[config.mk]
export PLATFORM = sky130hd
export DESIGN_NAME = sfod_core
export DESIGN_NICKNAME = d
export VERILOG_FILES = /design/src/sfod_pkg.sv /design/src/sfod_core.sv
export SDC_FILE = /design/constraint.sdc
export NUM_CORES = 1
export LEC_CHECK = 0
export BUFFER_PORTS_ARGS = -buffer_cell sky130_fd_sc_hd__buf_2
export CORE_MARGIN = 2
export CORE_UTILIZATION = 39
export CTS_BUF_LIST = sky130_fd_sc_hd__clkbuf_16
export CTS_CLUSTER_DIAMETER = 200
export DETAILED_ROUTE_END_ITERATION = 12
export PLACE_DENSITY = 0.66
export SLEW_MARGIN = 5
export SYNTH_ARGS = -nofsm -noshare
export SYNTH_HDL_FRONTEND = slang
export SYNTH_SLANG_ARGS = --single-unit
[constraint.sdc]
create_clock -name clk_in -period 4.6 [get_ports clk_in]
set_input_delay 0.46 -clock clk_in [delete_from_list [all_inputs] [get_ports clk_in]]
set_output_delay 0.46 -clock clk_in [all_outputs]
set_load 0.02 [all_outputs]
[src/sfod_pkg.sv]
// sfod package: opcodes, widths, phases and command records
package sfod_pkg;
  localparam int unsigned CLK_HZ = 20_000_000;
  localparam int unsigned RST_US = 30;
  localparam int unsigned RST_CYC = (RST_US * CLK_HZ + 999_999) / 1_000_000;
  localparam logic [9:0] RST_CNT = 10'(RST_CYC);
  localparam int WEL_BIT = 1;
  localparam int QIO_BIT = 1;
  localparam logic [7:0] REG_INIT = 8'h00;
  localparam logic [7:0] ENH_MODE = 8'h20;
  localparam logic [7:0] OP_RDSLOW = 8'h03;
  localparam logic [7:0] OP_RDFAST = 8'h0b;
  localparam logic [7:0] OP_RD2OUT = 8'h3b;
  localparam logic [7:0] OP_RD2IO = 8'hbb;
  localparam logic [7:0] OP_RD4OUT = 8'h6b;
  localparam logic [7:0] OP_RD4IO = 8'heb;
  localparam logic [7:0] OP_RD4WD = 8'he7;
  localparam logic [7:0] OP_PGWIPE = 8'h81;
  localparam logic [7:0] OP_SECWIPE = 8'h20;
  localparam logic [7:0] OP_B32WIPE = 8'h52;
  localparam logic [7:0] OP_B64WIPE = 8'hd8;
  localparam logic [7:0] OP_CHIP0 = 8'h60;
  localparam logic [7:0] OP_CHIP1 = 8'hc7;
  localparam logic [7:0] OP_PGWR = 8'h02;
  localparam logic [7:0] OP_PGWR4 = 8'h32;
  localparam logic [7:0] OP_WLSET = 8'h06;
  localparam logic [7:0] OP_WLCLR = 8'h04;
  localparam logic [7:0] OP_VOLUNL = 8'h50;
  localparam logic [7:0] OP_LOCK = 8'h36;
  localparam logic [7:0] OP_UNLOCK = 8'h39;
  localparam logic [7:0] OP_LOCKQ = 8'h3d;
  localparam logic [7:0] OP_ALLLOCK = 8'h7e;
  localparam logic [7:0] OP_ALLUNL = 8'h98;
  localparam logic [7:0] OP_SAWIPE = 8'h44;
  localparam logic [7:0] OP_SAWR = 8'h42;
  localparam logic [7:0] OP_SARD = 8'h48;
  localparam logic [7:0] OP_ST0RD = 8'h05;
  localparam logic [7:0] OP_ST1RD = 8'h35;
  localparam logic [7:0] OP_CFGRD = 8'h15;
  localparam logic [7:0] OP_ST0WR = 8'h01;
  localparam logic [7:0] OP_ST1WR = 8'h31;
  localparam logic [7:0] OP_CFGWR = 8'h11;
  localparam logic [7:0] OP_BUFCLR = 8'h9e;
  localparam logic [7:0] OP_BUFLD = 8'h9a;
  localparam logic [7:0] OP_BUFRD = 8'h9b;
  localparam logic [7:0] OP_BUFWR = 8'h9c;
  localparam logic [7:0] OP_BUFPG = 8'h9d;
  localparam logic [7:0] OP_RSTARM = 8'h66;
  localparam logic [7:0] OP_RSTGO = 8'h99;
  localparam logic [7:0] OP_ID3 = 8'h9f;
  localparam logic [7:0] OP_ID1 = 8'h90;
  localparam logic [7:0] OP_ID2L = 8'h92;
  localparam logic [7:0] OP_ID4L = 8'h94;
  localparam logic [7:0] OP_RELEASE = 8'hff;
  typedef enum logic [1:0] {SFOD_W1 = 2'b00, SFOD_W2 = 2'b01,
    SFOD_W4 = 2'b10} sfod_width_t;
  typedef enum logic [1:0] {SFOD_NONE = 2'b00, SFOD_IN = 2'b01,
    SFOD_OUT = 2'b10} sfod_dir_t;
  typedef enum logic [1:0] {SRC_USER = 2'b00, SRC_ID3 = 2'b01,
    SRC_ID2 = 2'b10, SRC_REG = 2'b11} sfod_src_t;
  typedef enum logic [2:0] {PH_IDLE = 3'b000, PH_OPC = 3'b001,
    PH_ADDR = 3'b010, PH_DUMMY = 3'b011, PH_DIN = 3'b100,
    PH_DOUT = 3'b101, PH_DONE = 3'b110, PH_SKIP = 3'b111} sfod_phase_t;
  typedef struct packed {
    logic known;
    logic quad;
    logic [1:0] abytes;
    logic [2:0] dbytes;
    logic [2:0] dalt;
    sfod_width_t aw;
    sfod_width_t dw;
    sfod_dir_t dir;
    sfod_src_t src;
  } sfod_desc_t;
  typedef struct packed {
    logic [7:0] opcode;
    logic [23:0] addr;
    logic vol;
  } sfod_cmd_t;
endpackage : sfod_pkg

[src/sfod_core.sv]
// sfod core: serial flash opcode decoder with write-data fifo
//
// Behaviour
// - 03h/0Bh: three address, zero/one dummy, stream
// - 3Bh: single-line address, dummy, dual output
// - BBh: two-line address, 1(2) dummy bytes
// - 6Bh: address, one dummy, quad output
// - EBh: four-line address, 3(5) dummy bytes
// - E7h: four-line address, one dummy, words
// - 81h/20h: three address bytes, nothing more
// - 52h/D8h addressed, 60h/C7h whole array
// - 02h/32h: address then data, 32h quad
// - 06h sets, 04h clears write latch
// - 50h arms volatile status write
// - 36h/39h/3Dh single block lock commands
// - 7Eh/98h lock or unlock all blocks
// - 44h/42h/48h security area commands
// - 05h/35h/15h return one register byte
// - 01h/31h/11h write one register byte
// - 9Eh clears buffer, 9Ah loads it
// - 9Bh reads buffer, 9Ch writes buffer
// - 9Dh commits buffer to array page
// - 9Fh returns maker then two part bytes
// - 90h/92h/94h id on one/two/four lines
// - FFh leaves enhanced read state
// - 66h then 99h resets, busy 30us
// - write-type commands need byte-aligned chip-select rise
// - unknown opcode: outputs off until next frame
// - four-line commands need quad enable bit
`timescale 1ns/10ps

// ****************************************
// write-data fifo
// ****************************************
module sfod_fifo #(
  parameter int WIDTH = 8,
  parameter int DEPTH = 4
) (
  // clock and reset
  input wire logic clk_in,
  input wire logic resetn_in,
  // fill side
  input wire logic in_valid_in,
  output logic in_ready_out,
  input wire logic [WIDTH-1:0] in_data_in,
  // drain side
  output logic out_valid_out,
  input wire logic out_ready_in,
  output logic [WIDTH-1:0] out_data_out
);
  localparam int AW = $clog2(DEPTH);
  logic [WIDTH-1:0] mem [DEPTH];
  logic [AW-1:0] wp;
  logic [AW-1:0] rp;
  logic [AW:0] cnt;
  logic push;
  logic pop;
  assign in_ready_out = cnt != (AW+1)'(DEPTH);
  assign out_valid_out = cnt != '0;
  assign out_data_out = mem[rp];
  assign push = in_valid_in && in_ready_out;
  assign pop = out_valid_out && out_ready_in;
  always_ff @(posedge clk_in)
  begin
    if (push)
      mem[wp] <= in_data_in;
  end
  always_ff @(posedge clk_in)
  begin
    if (!resetn_in)
    begin
      wp <= '0;
      rp <= '0;
      cnt <= '0;
    end
    else
    begin
      if (push)
        wp <= (wp == AW'(DEPTH - 1)) ? '0 : wp + 1'b1;
      if (pop)
        rp <= (rp == AW'(DEPTH - 1)) ? '0 : rp + 1'b1;
      cnt <= cnt + (AW+1)'(push) - (AW+1)'(pop);
    end
  end
endmodule : sfod_fifo

// ****************************************
// opcode decoder
// ****************************************
module sfod_core #(
  parameter logic [7:0] MAKER_ID = 8'h5a, // arbitrary
  parameter logic [15:0] PART_ID = 16'h1234 // arbitrary
) (
  // clock and reset
  input wire logic clk_in,
  input wire logic resetn_in,
  // serial pins
  input wire logic cs_n_in,
  input wire logic sclk_in,
  input wire logic [3:0] io_in,
  output logic [3:0] io_out,
  output logic [3:0] io_oe_out,
  // configuration
  input wire logic dummy_alt_in,
  input wire logic busy_in,
  // read data
  input wire logic [7:0] rd_data_in,
  output logic rd_next_out,
  // write data
  output logic [7:0] wr_data_out,
  output logic wr_valid_out,
  input wire logic wr_ready_in,
  output logic wr_overflow_out,
  // commands and state
  output logic cmd_valid_out,
  output sfod_pkg::sfod_cmd_t cmd_out,
  output logic wel_out,
  output logic quad_io_allow_out,
  output logic enhanced_out,
  output logic resetting_out,
  output logic [7:0] status0_out,
  output logic [7:0] status1_out,
  output logic [7:0] config_out
);
  import sfod_pkg::*;

  function automatic sfod_desc_t mk(int ab, int db,
    int da, sfod_width_t aw, sfod_width_t dw, sfod_dir_t dir,
    sfod_src_t src);
    mk = '{1'b1, dw == SFOD_W4 || aw == SFOD_W4, 2'(ab), 3'(db), 3'(da),
      aw, dw, dir, src};
  endfunction : mk

  function automatic sfod_desc_t dec(logic [7:0] op);
    dec = '0;
    unique case (op)
      OP_RDSLOW: dec = mk(3, 0, 0, SFOD_W1, SFOD_W1, SFOD_OUT, SRC_USER);
      OP_RDFAST, OP_SARD, OP_BUFRD:
        dec = mk(3, 1, 1, SFOD_W1, SFOD_W1, SFOD_OUT, SRC_USER);
      OP_RD2OUT: dec = mk(3, 1, 1, SFOD_W1, SFOD_W2, SFOD_OUT, SRC_USER);
      OP_RD2IO: dec = mk(3, 1, 2, SFOD_W2, SFOD_W2, SFOD_OUT, SRC_USER);
      OP_RD4OUT: dec = mk(3, 1, 1, SFOD_W1, SFOD_W4, SFOD_OUT, SRC_USER);
      OP_RD4IO: dec = mk(3, 3, 5, SFOD_W4, SFOD_W4, SFOD_OUT, SRC_USER);
      OP_RD4WD: dec = mk(3, 1, 1, SFOD_W4, SFOD_W4, SFOD_OUT, SRC_USER);
      OP_PGWIPE, OP_SECWIPE, OP_B32WIPE, OP_B64WIPE, OP_LOCK, OP_UNLOCK,
      OP_SAWIPE, OP_BUFLD, OP_BUFPG:
        dec = mk(3, 0, 0, SFOD_W1, SFOD_W1, SFOD_NONE, SRC_USER);
      OP_LOCKQ: dec = mk(3, 0, 0, SFOD_W1, SFOD_W1, SFOD_OUT, SRC_USER);
      OP_CHIP0, OP_CHIP1, OP_WLSET, OP_WLCLR, OP_VOLUNL, OP_ALLLOCK,
      OP_ALLUNL, OP_BUFCLR, OP_RSTARM, OP_RSTGO, OP_RELEASE:
        dec = mk(0, 0, 0, SFOD_W1, SFOD_W1, SFOD_NONE, SRC_USER);
      OP_PGWR, OP_SAWR, OP_BUFWR:
        dec = mk(3, 0, 0, SFOD_W1, SFOD_W1, SFOD_IN, SRC_USER);
      OP_PGWR4: dec = mk(3, 0, 0, SFOD_W1, SFOD_W4, SFOD_IN, SRC_USER);
      OP_ST0RD, OP_ST1RD, OP_CFGRD:
        dec = mk(0, 0, 0, SFOD_W1, SFOD_W1, SFOD_OUT, SRC_REG);
      OP_ST0WR, OP_ST1WR, OP_CFGWR:
        dec = mk(0, 0, 0, SFOD_W1, SFOD_W1, SFOD_IN, SRC_USER);
      OP_ID3: dec = mk(0, 0, 0, SFOD_W1, SFOD_W1, SFOD_OUT, SRC_ID3);
      OP_ID1: dec = mk(3, 0, 0, SFOD_W1, SFOD_W1, SFOD_OUT, SRC_ID2);
      OP_ID2L: dec = mk(3, 1, 1, SFOD_W2, SFOD_W2, SFOD_OUT, SRC_ID2);
      OP_ID4L: dec = mk(3, 1, 1, SFOD_W4, SFOD_W4, SFOD_OUT, SRC_ID2);
      default: dec = '0;
    endcase
  endfunction : dec

  function automatic logic [5:0] dcyc(logic [2:0] n, sfod_width_t w);
    unique case (w)
      SFOD_W2: dcyc = {1'b0, n, 2'b00};
      SFOD_W4: dcyc = {2'b00, n, 1'b0};
      default: dcyc = {n, 3'b000};
    endcase
  endfunction : dcyc

  function automatic sfod_phase_t after_dummy(sfod_desc_t x);
    if (x.dir == SFOD_OUT)
      after_dummy = PH_DOUT;
    else if (x.dir == SFOD_IN)
      after_dummy = PH_DIN;
    else
      after_dummy = PH_DONE;
  endfunction : after_dummy

  // ****************************************
  // pin synchronisers
  // ****************************************
  logic [2:0] cs_sy;
  logic [2:0] ck_sy;
  logic [3:0] io_s1;
  logic [3:0] io_s2;
  always_ff @(posedge clk_in)
  begin
    if (!resetn_in)
    begin
      cs_sy <= 3'h7;
      ck_sy <= 3'h0;
      io_s1 <= 4'h0;
      io_s2 <= 4'h0;
    end
    else
    begin
      cs_sy <= {cs_sy[1:0], cs_n_in};
      ck_sy <= {ck_sy[1:0], sclk_in};
      io_s1 <= io_in;
      io_s2 <= io_s1;
    end
  end
  logic cs_fall;
  logic cs_rise;
  logic rise;
  logic fall;
  assign cs_fall = cs_sy[2] && !cs_sy[1];
  assign cs_rise = !cs_sy[2] && cs_sy[1];
  assign rise = ck_sy[1] && !ck_sy[2] && !cs_sy[1];
  assign fall = !ck_sy[1] && ck_sy[2] && !cs_sy[1];

  // ****************************************
  // input shifting
  // ****************************************
  sfod_phase_t ph;
  sfod_desc_t d;
  logic [7:0] op;
  logic [7:0] sr;
  logic [7:0] next_sr;
  logic [2:0] bc;
  logic [2:0] next_bc;
  logic [1:0] byc;
  logic [23:0] addr;
  logic [5:0] dcnt;
  logic [5:0] dtarget;
  logic enhanced;
  logic enh_pend;
  logic qio;
  logic resetting;
  sfod_width_t w;
  sfod_desc_t nd;
  logic byte_done;
  always_comb
  begin
    w = SFOD_W1;
    if (ph == PH_ADDR || ph == PH_DUMMY)
      w = d.aw;
    else if (ph == PH_DIN)
      w = d.dw;
  end
  always_comb
  begin
    unique case (w)
      SFOD_W2: next_sr = {sr[5:0], io_s2[1:0]};
      SFOD_W4: next_sr = {sr[3:0], io_s2};
      default: next_sr = {sr[6:0], io_s2[0]};
    endcase
  end
  assign next_bc = bc + (3'b001 << w);
  assign byte_done = rise && next_bc == 3'h0;
  assign nd = dec(next_sr);
  assign dtarget = dcyc(dummy_alt_in ? d.dalt : d.dbytes, d.aw);
  always_ff @(posedge clk_in)
  begin
    if (!resetn_in || cs_fall)
    begin
      sr <= 8'h00;
      bc <= 3'h0;
    end
    else if (rise)
    begin
      sr <= next_sr;
      bc <= next_bc;
    end
  end

  // ****************************************
  // phase sequencing
  // ****************************************
  always_ff @(posedge clk_in)
  begin
    if (!resetn_in || cs_rise)
      ph <= PH_IDLE;
    else if (cs_fall)
      ph <= resetting ? PH_SKIP : enhanced ? PH_ADDR : PH_OPC;
    else if (ph == PH_OPC && byte_done)
    begin
      if (!nd.known || (nd.quad && !qio))
        ph <= PH_SKIP;
      else if (nd.abytes != 2'd0)
        ph <= PH_ADDR;
      else
        ph <= after_dummy(nd);
    end
    else if (ph == PH_ADDR && byte_done)
    begin
      if (enhanced && byc == 2'd0 && next_sr == OP_RELEASE)
        ph <= PH_SKIP;
      else if (byc == d.abytes - 2'd1)
        ph <= dtarget != 6'd0 ? PH_DUMMY : after_dummy(d);
    end
    else if (ph == PH_DUMMY && rise && dcnt + 6'd1 == dtarget)
      ph <= after_dummy(d);
  end
  always_ff @(posedge clk_in)
  begin
    if (!resetn_in)
    begin
      d <= '0;
      op <= 8'h00;
    end
    else if (cs_fall && enhanced)
    begin
      d <= dec(OP_RD4IO);
      op <= OP_RD4IO;
    end
    else if (ph == PH_OPC && byte_done)
    begin
      d <= nd;
      op <= next_sr;
    end
  end
  always_ff @(posedge clk_in)
  begin
    if (!resetn_in || cs_fall)
    begin
      byc <= 2'd0;
      addr <= 24'h0;
      dcnt <= 6'd0;
    end
    else if (ph == PH_ADDR && byte_done)
    begin
      byc <= byc + 2'd1;
      addr <= {addr[15:0], next_sr};
    end
    else if (ph == PH_DUMMY && rise)
      dcnt <= dcnt + 6'd1;
  end

  // ****************************************
  // output shifting
  // ****************************************
  logic [7:0] obuf;
  logic [2:0] ocnt;
  logic [1:0] idx;
  logic [7:0] src;
  logic [7:0] st0_view;
  logic ofetch;
  assign st0_view = {status0_out[7:2], wel_out, busy_in};
  assign ofetch = fall && ph == PH_DOUT && ocnt == 3'h0;
  assign rd_next_out = ofetch && d.src == SRC_USER;
  always_comb
  begin
    src = obuf;
    if (ocnt == 3'h0)
    begin
      unique case (d.src)
        SRC_ID3: src = idx == 2'd0 ? MAKER_ID :
          idx == 2'd1 ? PART_ID[15:8] : PART_ID[7:0];
        SRC_ID2: src = idx[0] ? PART_ID[7:0] : MAKER_ID;
        SRC_REG: src = op == OP_ST0RD ? st0_view :
          op == OP_ST1RD ? status1_out : config_out;
        default: src = rd_data_in;
      endcase
    end
  end
  always_ff @(posedge clk_in)
  begin
    if (!resetn_in || cs_fall)
    begin
      obuf <= 8'h00;
      ocnt <= 3'h0;
      idx <= 2'd0;
    end
    else if (fall && ph == PH_DOUT)
    begin
      obuf <= src << (3'b001 << d.dw);
      ocnt <= ocnt + (3'b001 << d.dw);
      if (ofetch)
        idx <= (idx == 2'd2) ? 2'd0 : idx + 2'd1;
    end
  end
  always_ff @(posedge clk_in)
  begin
    if (!resetn_in || ph != PH_DOUT)
    begin
      io_out <= 4'h0;
      io_oe_out <= 4'h0;
    end
    else if (fall)
    begin
      unique case (d.dw)
        SFOD_W2:
        begin
          io_out <= {2'b00, src[7:6]};
          io_oe_out <= 4'h3;
        end
        SFOD_W4:
        begin
          io_out <= src[7:4];
          io_oe_out <= 4'hf;
        end
        default:
        begin
          io_out <= {2'b00, src[7], 1'b0};
          io_oe_out <= 4'h2;
        end
      endcase
    end
  end

  // ****************************************
  // write data path
  // ****************************************
  logic is_regwr;
  logic din_byte;
  logic [7:0] wbyte;
  logic got;
  logic push_ready;
  assign is_regwr = op == OP_ST0WR || op == OP_ST1WR || op == OP_CFGWR;
  assign din_byte = ph == PH_DIN && byte_done;
  always_ff @(posedge clk_in)
  begin
    if (!resetn_in || cs_fall)
    begin
      wbyte <= 8'h00;
      got <= 1'b0;
    end
    else if (din_byte && !got)
    begin
      wbyte <= next_sr;
      got <= 1'b1;
    end
  end
  always_ff @(posedge clk_in)
  begin
    if (!resetn_in || cs_fall)
      wr_overflow_out <= 1'b0;
    else if (din_byte && !is_regwr && !push_ready)
      wr_overflow_out <= 1'b1;
  end
  sfod_fifo #(.WIDTH(8), .DEPTH(4)) u_fifo (
    .clk_in(clk_in),
    .resetn_in(resetn_in),
    .in_valid_in(din_byte && !is_regwr),
    .in_ready_out(push_ready),
    .in_data_in(next_sr),
    .out_valid_out(wr_valid_out),
    .out_ready_in(wr_ready_in),
    .out_data_out(wr_data_out)
  );

  // ****************************************
  // commit, latches and soft reset
  // ****************************************
  logic aligned;
  logic commit;
  logic rd_open;
  logic vol;
  logic arm;
  logic [9:0] rcnt;
  assign aligned = bc == 3'h0 && (ph == PH_DONE || (ph == PH_DIN && got));
  assign commit = cs_rise && aligned;
  assign rd_open = ph == PH_ADDR && byte_done && d.dir == SFOD_OUT &&
    byc == d.abytes - 2'd1;
  assign qio = status1_out[QIO_BIT];
  assign quad_io_allow_out = qio;
  assign enhanced_out = enhanced;
  assign resetting = rcnt != 10'd0;
  assign resetting_out = resetting;
  always_ff @(posedge clk_in)
  begin
    if (!resetn_in)
    begin
      cmd_valid_out <= 1'b0;
      cmd_out <= '0;
    end
    else
    begin
      cmd_valid_out <= commit || rd_open;
      if (commit || rd_open)
        cmd_out <= '{op, rd_open ? {addr[15:0], next_sr} : addr, vol};
    end
  end
  always_ff @(posedge clk_in)
  begin
    if (!resetn_in)
      wel_out <= 1'b0;
    else if (commit && op == OP_WLSET)
      wel_out <= 1'b1;
    else if (commit || (cs_rise && resetting))
      wel_out <= 1'b0;
  end
  always_ff @(posedge clk_in)
  begin
    if (!resetn_in)
      vol <= 1'b0;
    else if (commit)
      vol <= op == OP_VOLUNL;
    else if (resetting)
      vol <= 1'b0;
  end
  always_ff @(posedge clk_in)
  begin
    if (!resetn_in)
    begin
      status0_out <= REG_INIT;
      status1_out <= REG_INIT;
      config_out <= REG_INIT;
    end
    else if (commit && is_regwr && (wel_out || vol))
    begin
      if (op == OP_ST0WR)
        status0_out <= wbyte;
      else if (op == OP_ST1WR)
        status1_out <= wbyte;
      else
        config_out <= wbyte;
    end
  end
  always_ff @(posedge clk_in)
  begin
    if (!resetn_in)
    begin
      arm <= 1'b0;
      rcnt <= 10'd0;
    end
    else
    begin
      if (commit)
        arm <= op == OP_RSTARM;
      if (commit && op == OP_RSTGO && arm)
        rcnt <= RST_CNT;
      else if (resetting)
        rcnt <= rcnt - 10'd1;
    end
  end
  always_ff @(posedge clk_in)
  begin
    if (!resetn_in || cs_fall)
      enh_pend <= 1'b0;
    else if (op == OP_RD4IO && ph == PH_DUMMY && rise && dcnt == 6'd1)
      enh_pend <= next_sr == ENH_MODE;
  end
  always_ff @(posedge clk_in)
  begin
    if (!resetn_in || resetting)
      enhanced <= 1'b0;
    else if (ph == PH_OPC && byte_done && next_sr == OP_RELEASE)
      enhanced <= 1'b0;
    else if (ph == PH_ADDR && enhanced && byc == 2'd0 && byte_done &&
      next_sr == OP_RELEASE)
      enhanced <= 1'b0;
    else if (cs_rise)
      enhanced <= enh_pend && ph == PH_DOUT;
  end

  // ****************************************
  // assertions
  // ****************************************
  wel_set_a: assert property (@(posedge clk_in) disable iff (!resetn_in)
    commit && op == OP_WLSET |=> wel_out)
    else $error("write latch not set");
  wel_clr_a: assert property (@(posedge clk_in) disable iff (!resetn_in)
    commit && op == OP_WLCLR |=> !wel_out)
    else $error("write latch not cleared");
  skip_quiet_a: assert property (@(posedge clk_in)
    disable iff (!resetn_in) ph == PH_SKIP |=> io_oe_out == 4'h0)
    else $error("output driven while ignoring");
  rise_abort_a: assert property (@(posedge clk_in)
    disable iff (!resetn_in)
    cs_rise |=> ph == PH_IDLE && cmd_valid_out == $past(aligned))
    else $error("frame not aborted");
  quad_gate_a: assert property (@(posedge clk_in)
    disable iff (!resetn_in)
    ph == PH_OPC && byte_done && nd.quad && !qio |=> ph == PH_SKIP)
    else $error("quad command accepted without enable");
  reset_hold_a: assert property (@(posedge clk_in)
    disable iff (!resetn_in)
    $rose(resetting) |-> resetting [*8] ##0 rcnt == RST_CNT - 10'd7)
    else $error("reset period wrong");
  aligned_only_a: assert property (@(posedge clk_in)
    disable iff (!resetn_in) cs_rise && bc != 3'h0 |=> !cmd_valid_out)
    else $error("unaligned command committed");
  dummy_len_a: assert property (@(posedge clk_in)
    disable iff (!resetn_in)
    $rose(ph == PH_DOUT) && $past(ph) == PH_DUMMY |-> dcnt == dtarget)
    else $error("dummy length wrong");
endmodule : sfod_core

==> flow_summary.json <==
{
  "status": "complete, no violations",
  "yosys_register_bits": 224,
  "gp_congestion": 0.944,
  "tritoncts": "done",
  "max_cap_viol_count": 0,
  "routedLengthMet1_mm": 13.3,
  "worst-path-buf-inv": 1,
  "first_pass_grt_wire_length_mm": 46.4,
  "cp.required_ps": 5050,
  "r2r_cells": 13,
  "clk_pin_slew_worst_paths_ps": 70,
  "ys_async_sr_fraction": 0,
  "place_inst": 1630,
  "numCtsBuffers": 24,
  "starting_density_of_the_core": 0.394,
  "number_of_cells_on_the_critical_path": 13,
  "synth_sequential_area_ratio": 0.441,
  "critical_path.reg2reg.endpoint": "ph[1]",
  "dpl.hpwl_mm": 19.8,
  "worst_path_dominant_cell_family": "simple AND/OR/NAND/NOR gates",
  "syn_inst": 1210,
  "detail_route.wl_per_cell_microns": 17.3,
  "final-instance-count-excl-fill": 1673,
  "drtAntennaViolNets": 0,
  "design.final.nets": 1323,
  "rsz0062_at_grt": "false",
  "die-height_microns": 171,
  "crit_fanout": 9,
  "worst_path_max_delay_cell": "sky130_fd_sc_hd__or4_2",
  "top_layer": "met4",
  "die_area_sq_um": 29300,
  "postSynthNetCount": 1255,
  "maxClockFrequency_mhz": 231,
  "die-width_microns": 171,
  "fillers": 2692,
  "finalWirelength_mm": 28.9,
  "tightest_slew_ps": 1240,
  "antenna_cells": 0,
  "post_cts.repair.setup_buffers": 0,
  "timing.critical_path.from_type": "flop",
  "core-area_sq_um": 27600,
  "std_cell_rows": 61,
  "worstReg2RegStart": "ph[0]",
  "cts_htree_levels": 1,
  "vias_per_cell": 5.45,
  "timing.reg2reg.setup_slack_ps": 280,
  "post_cts_hold_buffer_count": 0,
  "most-common-layout-cells": "sky130_fd_sc_hd__dfxtp_1 (192), sky130_fd_sc_hd__nor2_1 (163), sky130_fd_sc_hd__nand2_1 (145)",
  "critPathArrivalTime_ps": 4770,
  "cell_pwr_density_nw_per_um2": 360,
  "clock_sinks": 224,
  "finalWorstPathRequiredPeriod_ps": 4320,
  "route.detailed.drc": 0,
  "report.final.hold_viol_count": 0,
  "yosysWarnings": 0,
  "area_delta_synth_final_pct": 14.0,
  "met3WireLength_mm": 2.01,
  "clk-insertion-delay-late_ps": 520,
  "worst-setup-path-type": "reg2reg",
  "num_vias": 9121,
  "grt_antenna_before_repair": 0,
  "cp_cell_sequence": "nor3b_2 > a22oi_1 > inv_1 > ha_1 > fa_1 > xor3_1 > or4_2 > nor3_1 > a31o_2 > or2_1 > nor2_1 > mux2i_1 > a211oi_2",
  "post_route_cells_drive_above_1_share": 0.161,
  "placement.io_buffers": 99,
  "globalRouteOverflowTotal": 0,
  "drtPass1Iterations": 6,
  "drtIter0Drc": 965,
  "hold_class": "in2reg",
  "leak_pwr_nw": 4.99,
  "destination_of_the_critical_timing_path": "ph[1]",
  "clock_tree.root_cell": "sky130_fd_sc_hd__clkbuf_16",
  "final_max_tran_viols": 0,
  "netlist_area_sq_um": 10900,
  "number_of_enable_flip_flop_cells_after_synthesis": 32,
  "critPathLaunch": "ph[0]",
  "synth-main-ff-cell": "sky130_fd_sc_hd__dfxtp_1",
  "worst_slew_margin_rel": 0.164,
  "syn_avg_cell_area_sq_um": 9.00,
  "final_common_cell": "sky130_fd_sc_hd__dfxtp_1",
  "timing.final.crit_share": 0.939,
  "critPathCaptureType": "flop",
  "slowest_delay_ps": 810,
  "top_level_ports": 100,
  "synth_cell_type_count": 96,
  "route.met2.wl_mm": 12.9,
  "ir_drop_v": 0.000245,
  "grt_use_total": 0.196,
  "grt_pass1_vias": 8728,
  "setup_tns_ps": 0,
  "clock_tree.buffer_depth": 3,
  "pin_count_of_the_biggest_net_entering_global_routing": 61,
  "timing.clock.skew_ps": 10.3,
  "setup_viol_count_final": 0
}
-- how the worst min path moves through the flow --
stage	slack (ps)	cells after the start	from	to
final	130	2	cs_n_in	cs_sy[0]
after CTS	130	2	cs_n_in	cs_sy[0]
after detailed placement	400	1	cs_sy[0]	cs_sy[1]
after floorplan	390	1	cs_sy[0]	cs_sy[1]
after global routing	130	2	cs_n_in	cs_sy[0]
after global placement	390	1	cs_sy[0]	cs_sy[1]
-- report_power, final --
group	total, mW	switching [mW]	internal (mW)
clock network	1.82	0.792	1.03
registers	2.12	0.0721	2.05
logic	0.533	0.298	0.235
total	4.47	1.16	3.31
-- area by class of cell --
cell class / instances / area [sq um] / share of cell area
clock buffer: 25 / 626 / 0.0504
multi-input combinational: 871 / 5630 / 0.453
timing repair buffer: 120 / 653 / 0.0526
tap: 378 / 473 / 0.0381
inverter: 37 / 139 / 0.0112
sequential: 224 / 4800 / 0.387
clock inverter: 18 / 103 / 0.00826
-- per-stage QoR --
stage | power [mW] | area [sq um] | util | hold slack, ps | worst slack, ps
after global routing | 4.66 | 12400 | 0.450 | 128 | 96.0
after CTS | 4.51 | 12400 | 0.449 | 127 | 216
final | 4.47 | 12400 | 0.450 | 125 | 279
after floorplan | 2.56 | 10900 | - | 386 | 466
after global placement | 2.68 | 11700 | 0.423 | 390 | 366
after detailed placement | 2.69 | 11700 | 0.423 | 396 | 221
-- registers in the layout, summed over array words and instances (netlist names), 4 cells and up, named ones only --
name,flops
sr,7
obuf,8
cmd_out,33
addr,24
io_s2,4
wbyte,8
status1_out,8
io_s1,4
dcnt,6
d,13
config_out,8
u_fifo.mem,32
io_out,4
rcnt,10
op,8
status0_out,8
-- worst reg2reg max path: stages, from the launching register on --
cell                       delay, ps
sky130_fd_sc_hd__dfxtp_1         510
sky130_fd_sc_hd__nor3b_2         120
sky130_fd_sc_hd__a22oi_1         320
sky130_fd_sc_hd__inv_1            80
sky130_fd_sc_hd__ha_1            340
sky130_fd_sc_hd__fa_1            500
sky130_fd_sc_hd__xor3_1          450
sky130_fd_sc_hd__or4_2           810
sky130_fd_sc_hd__nor3_1          260
sky130_fd_sc_hd__a31o_2          210
sky130_fd_sc_hd__or2_1           160
sky130_fd_sc_hd__nor2_1          100
sky130_fd_sc_hd__mux2i_1         190
sky130_fd_sc_hd__a211oi_2        200
-- logic make-up after synthesis --
group / share of synthesized area
mux: 0.0785
simple gates: 0.230
flops: 0.441
compound gates: 0.153
buf+inv: 0.0457
fa+ha+maj: 0.0319
xor+xnor: 0.0199
-- routing by layer --
layer | vias to the layer above | GRT usage
met1 | 4335 | 0.272
met2 | 286 | 0.314
met4 | 0 | 0.0538
met3 | 56 | 0.0347
met5 | - | 0
li1 | 4444 | -
-- Yosys cell counts (6+ instances only) --
| master | instances | area (sq um) |
|---|---|---|
| sky130_fd_sc_hd__o21ai_0 | 29 | 145 |
| sky130_fd_sc_hd__or3_1 | 10 | 62.6 |
| sky130_fd_sc_hd__and3_1 | 6 | 37.5 |
| sky130_fd_sc_hd__nand3_1 | 19 | 95.1 |
| sky130_fd_sc_hd__a22oi_1 | 10 | 75.1 |
| sky130_fd_sc_hd__a211oi_1 | 9 | 67.6 |
| sky130_fd_sc_hd__nand4_1 | 15 | 93.8 |
| sky130_fd_sc_hd__nor2b_1 | 27 | 169 |
| sky130_fd_sc_hd__edfxtp_1 | 32 | 961 |
| sky130_fd_sc_hd__dfxtp_1 | 192 | 3840 |
| sky130_fd_sc_hd__o211ai_1 | 6 | 45.0 |
| sky130_fd_sc_hd__nand2b_1 | 8 | 50.1 |
| sky130_fd_sc_hd__ha_1 | 23 | 288 |
| sky130_fd_sc_hd__nor4_1 | 15 | 93.8 |
| sky130_fd_sc_hd__inv_1 | 31 | 116 |
| sky130_fd_sc_hd__nor3b_1 | 7 | 52.6 |
| sky130_fd_sc_hd__nand3b_1 | 6 | 45.0 |
| sky130_fd_sc_hd__nor2_1 | 163 | 612 |
| sky130_fd_sc_hd__mux4_2 | 8 | 180 |
| sky130_fd_sc_hd__xnor2_1 | 12 | 105 |
| sky130_fd_sc_hd__clkbuf_1 | 51 | 191 |
| sky130_fd_sc_hd__nor3_1 | 31 | 155 |
| sky130_fd_sc_hd__nand2_1 | 146 | 548 |
| sky130_fd_sc_hd__a21oi_1 | 74 | 370 |
| sky130_fd_sc_hd__buf_2 | 17 | 85.1 |
| sky130_fd_sc_hd__and2_1 | 19 | 119 |
| sky130_fd_sc_hd__a31oi_1 | 10 | 62.6 |
| sky130_fd_sc_hd__mux2i_1 | 63 | 631 |
| sky130_fd_sc_hd__a311oi_1 | 24 | 210 |
| sky130_fd_sc_hd__xor2_1 | 10 | 87.6 |
-- repair_timing --
item                                    in CTS  in global routing
hold endpoints to repair                     0                  0
endpoints found under the setup margin       0                 28
gates resized for setup                      0                  3
No activity file was read; power rests on OpenSTA's default activity.
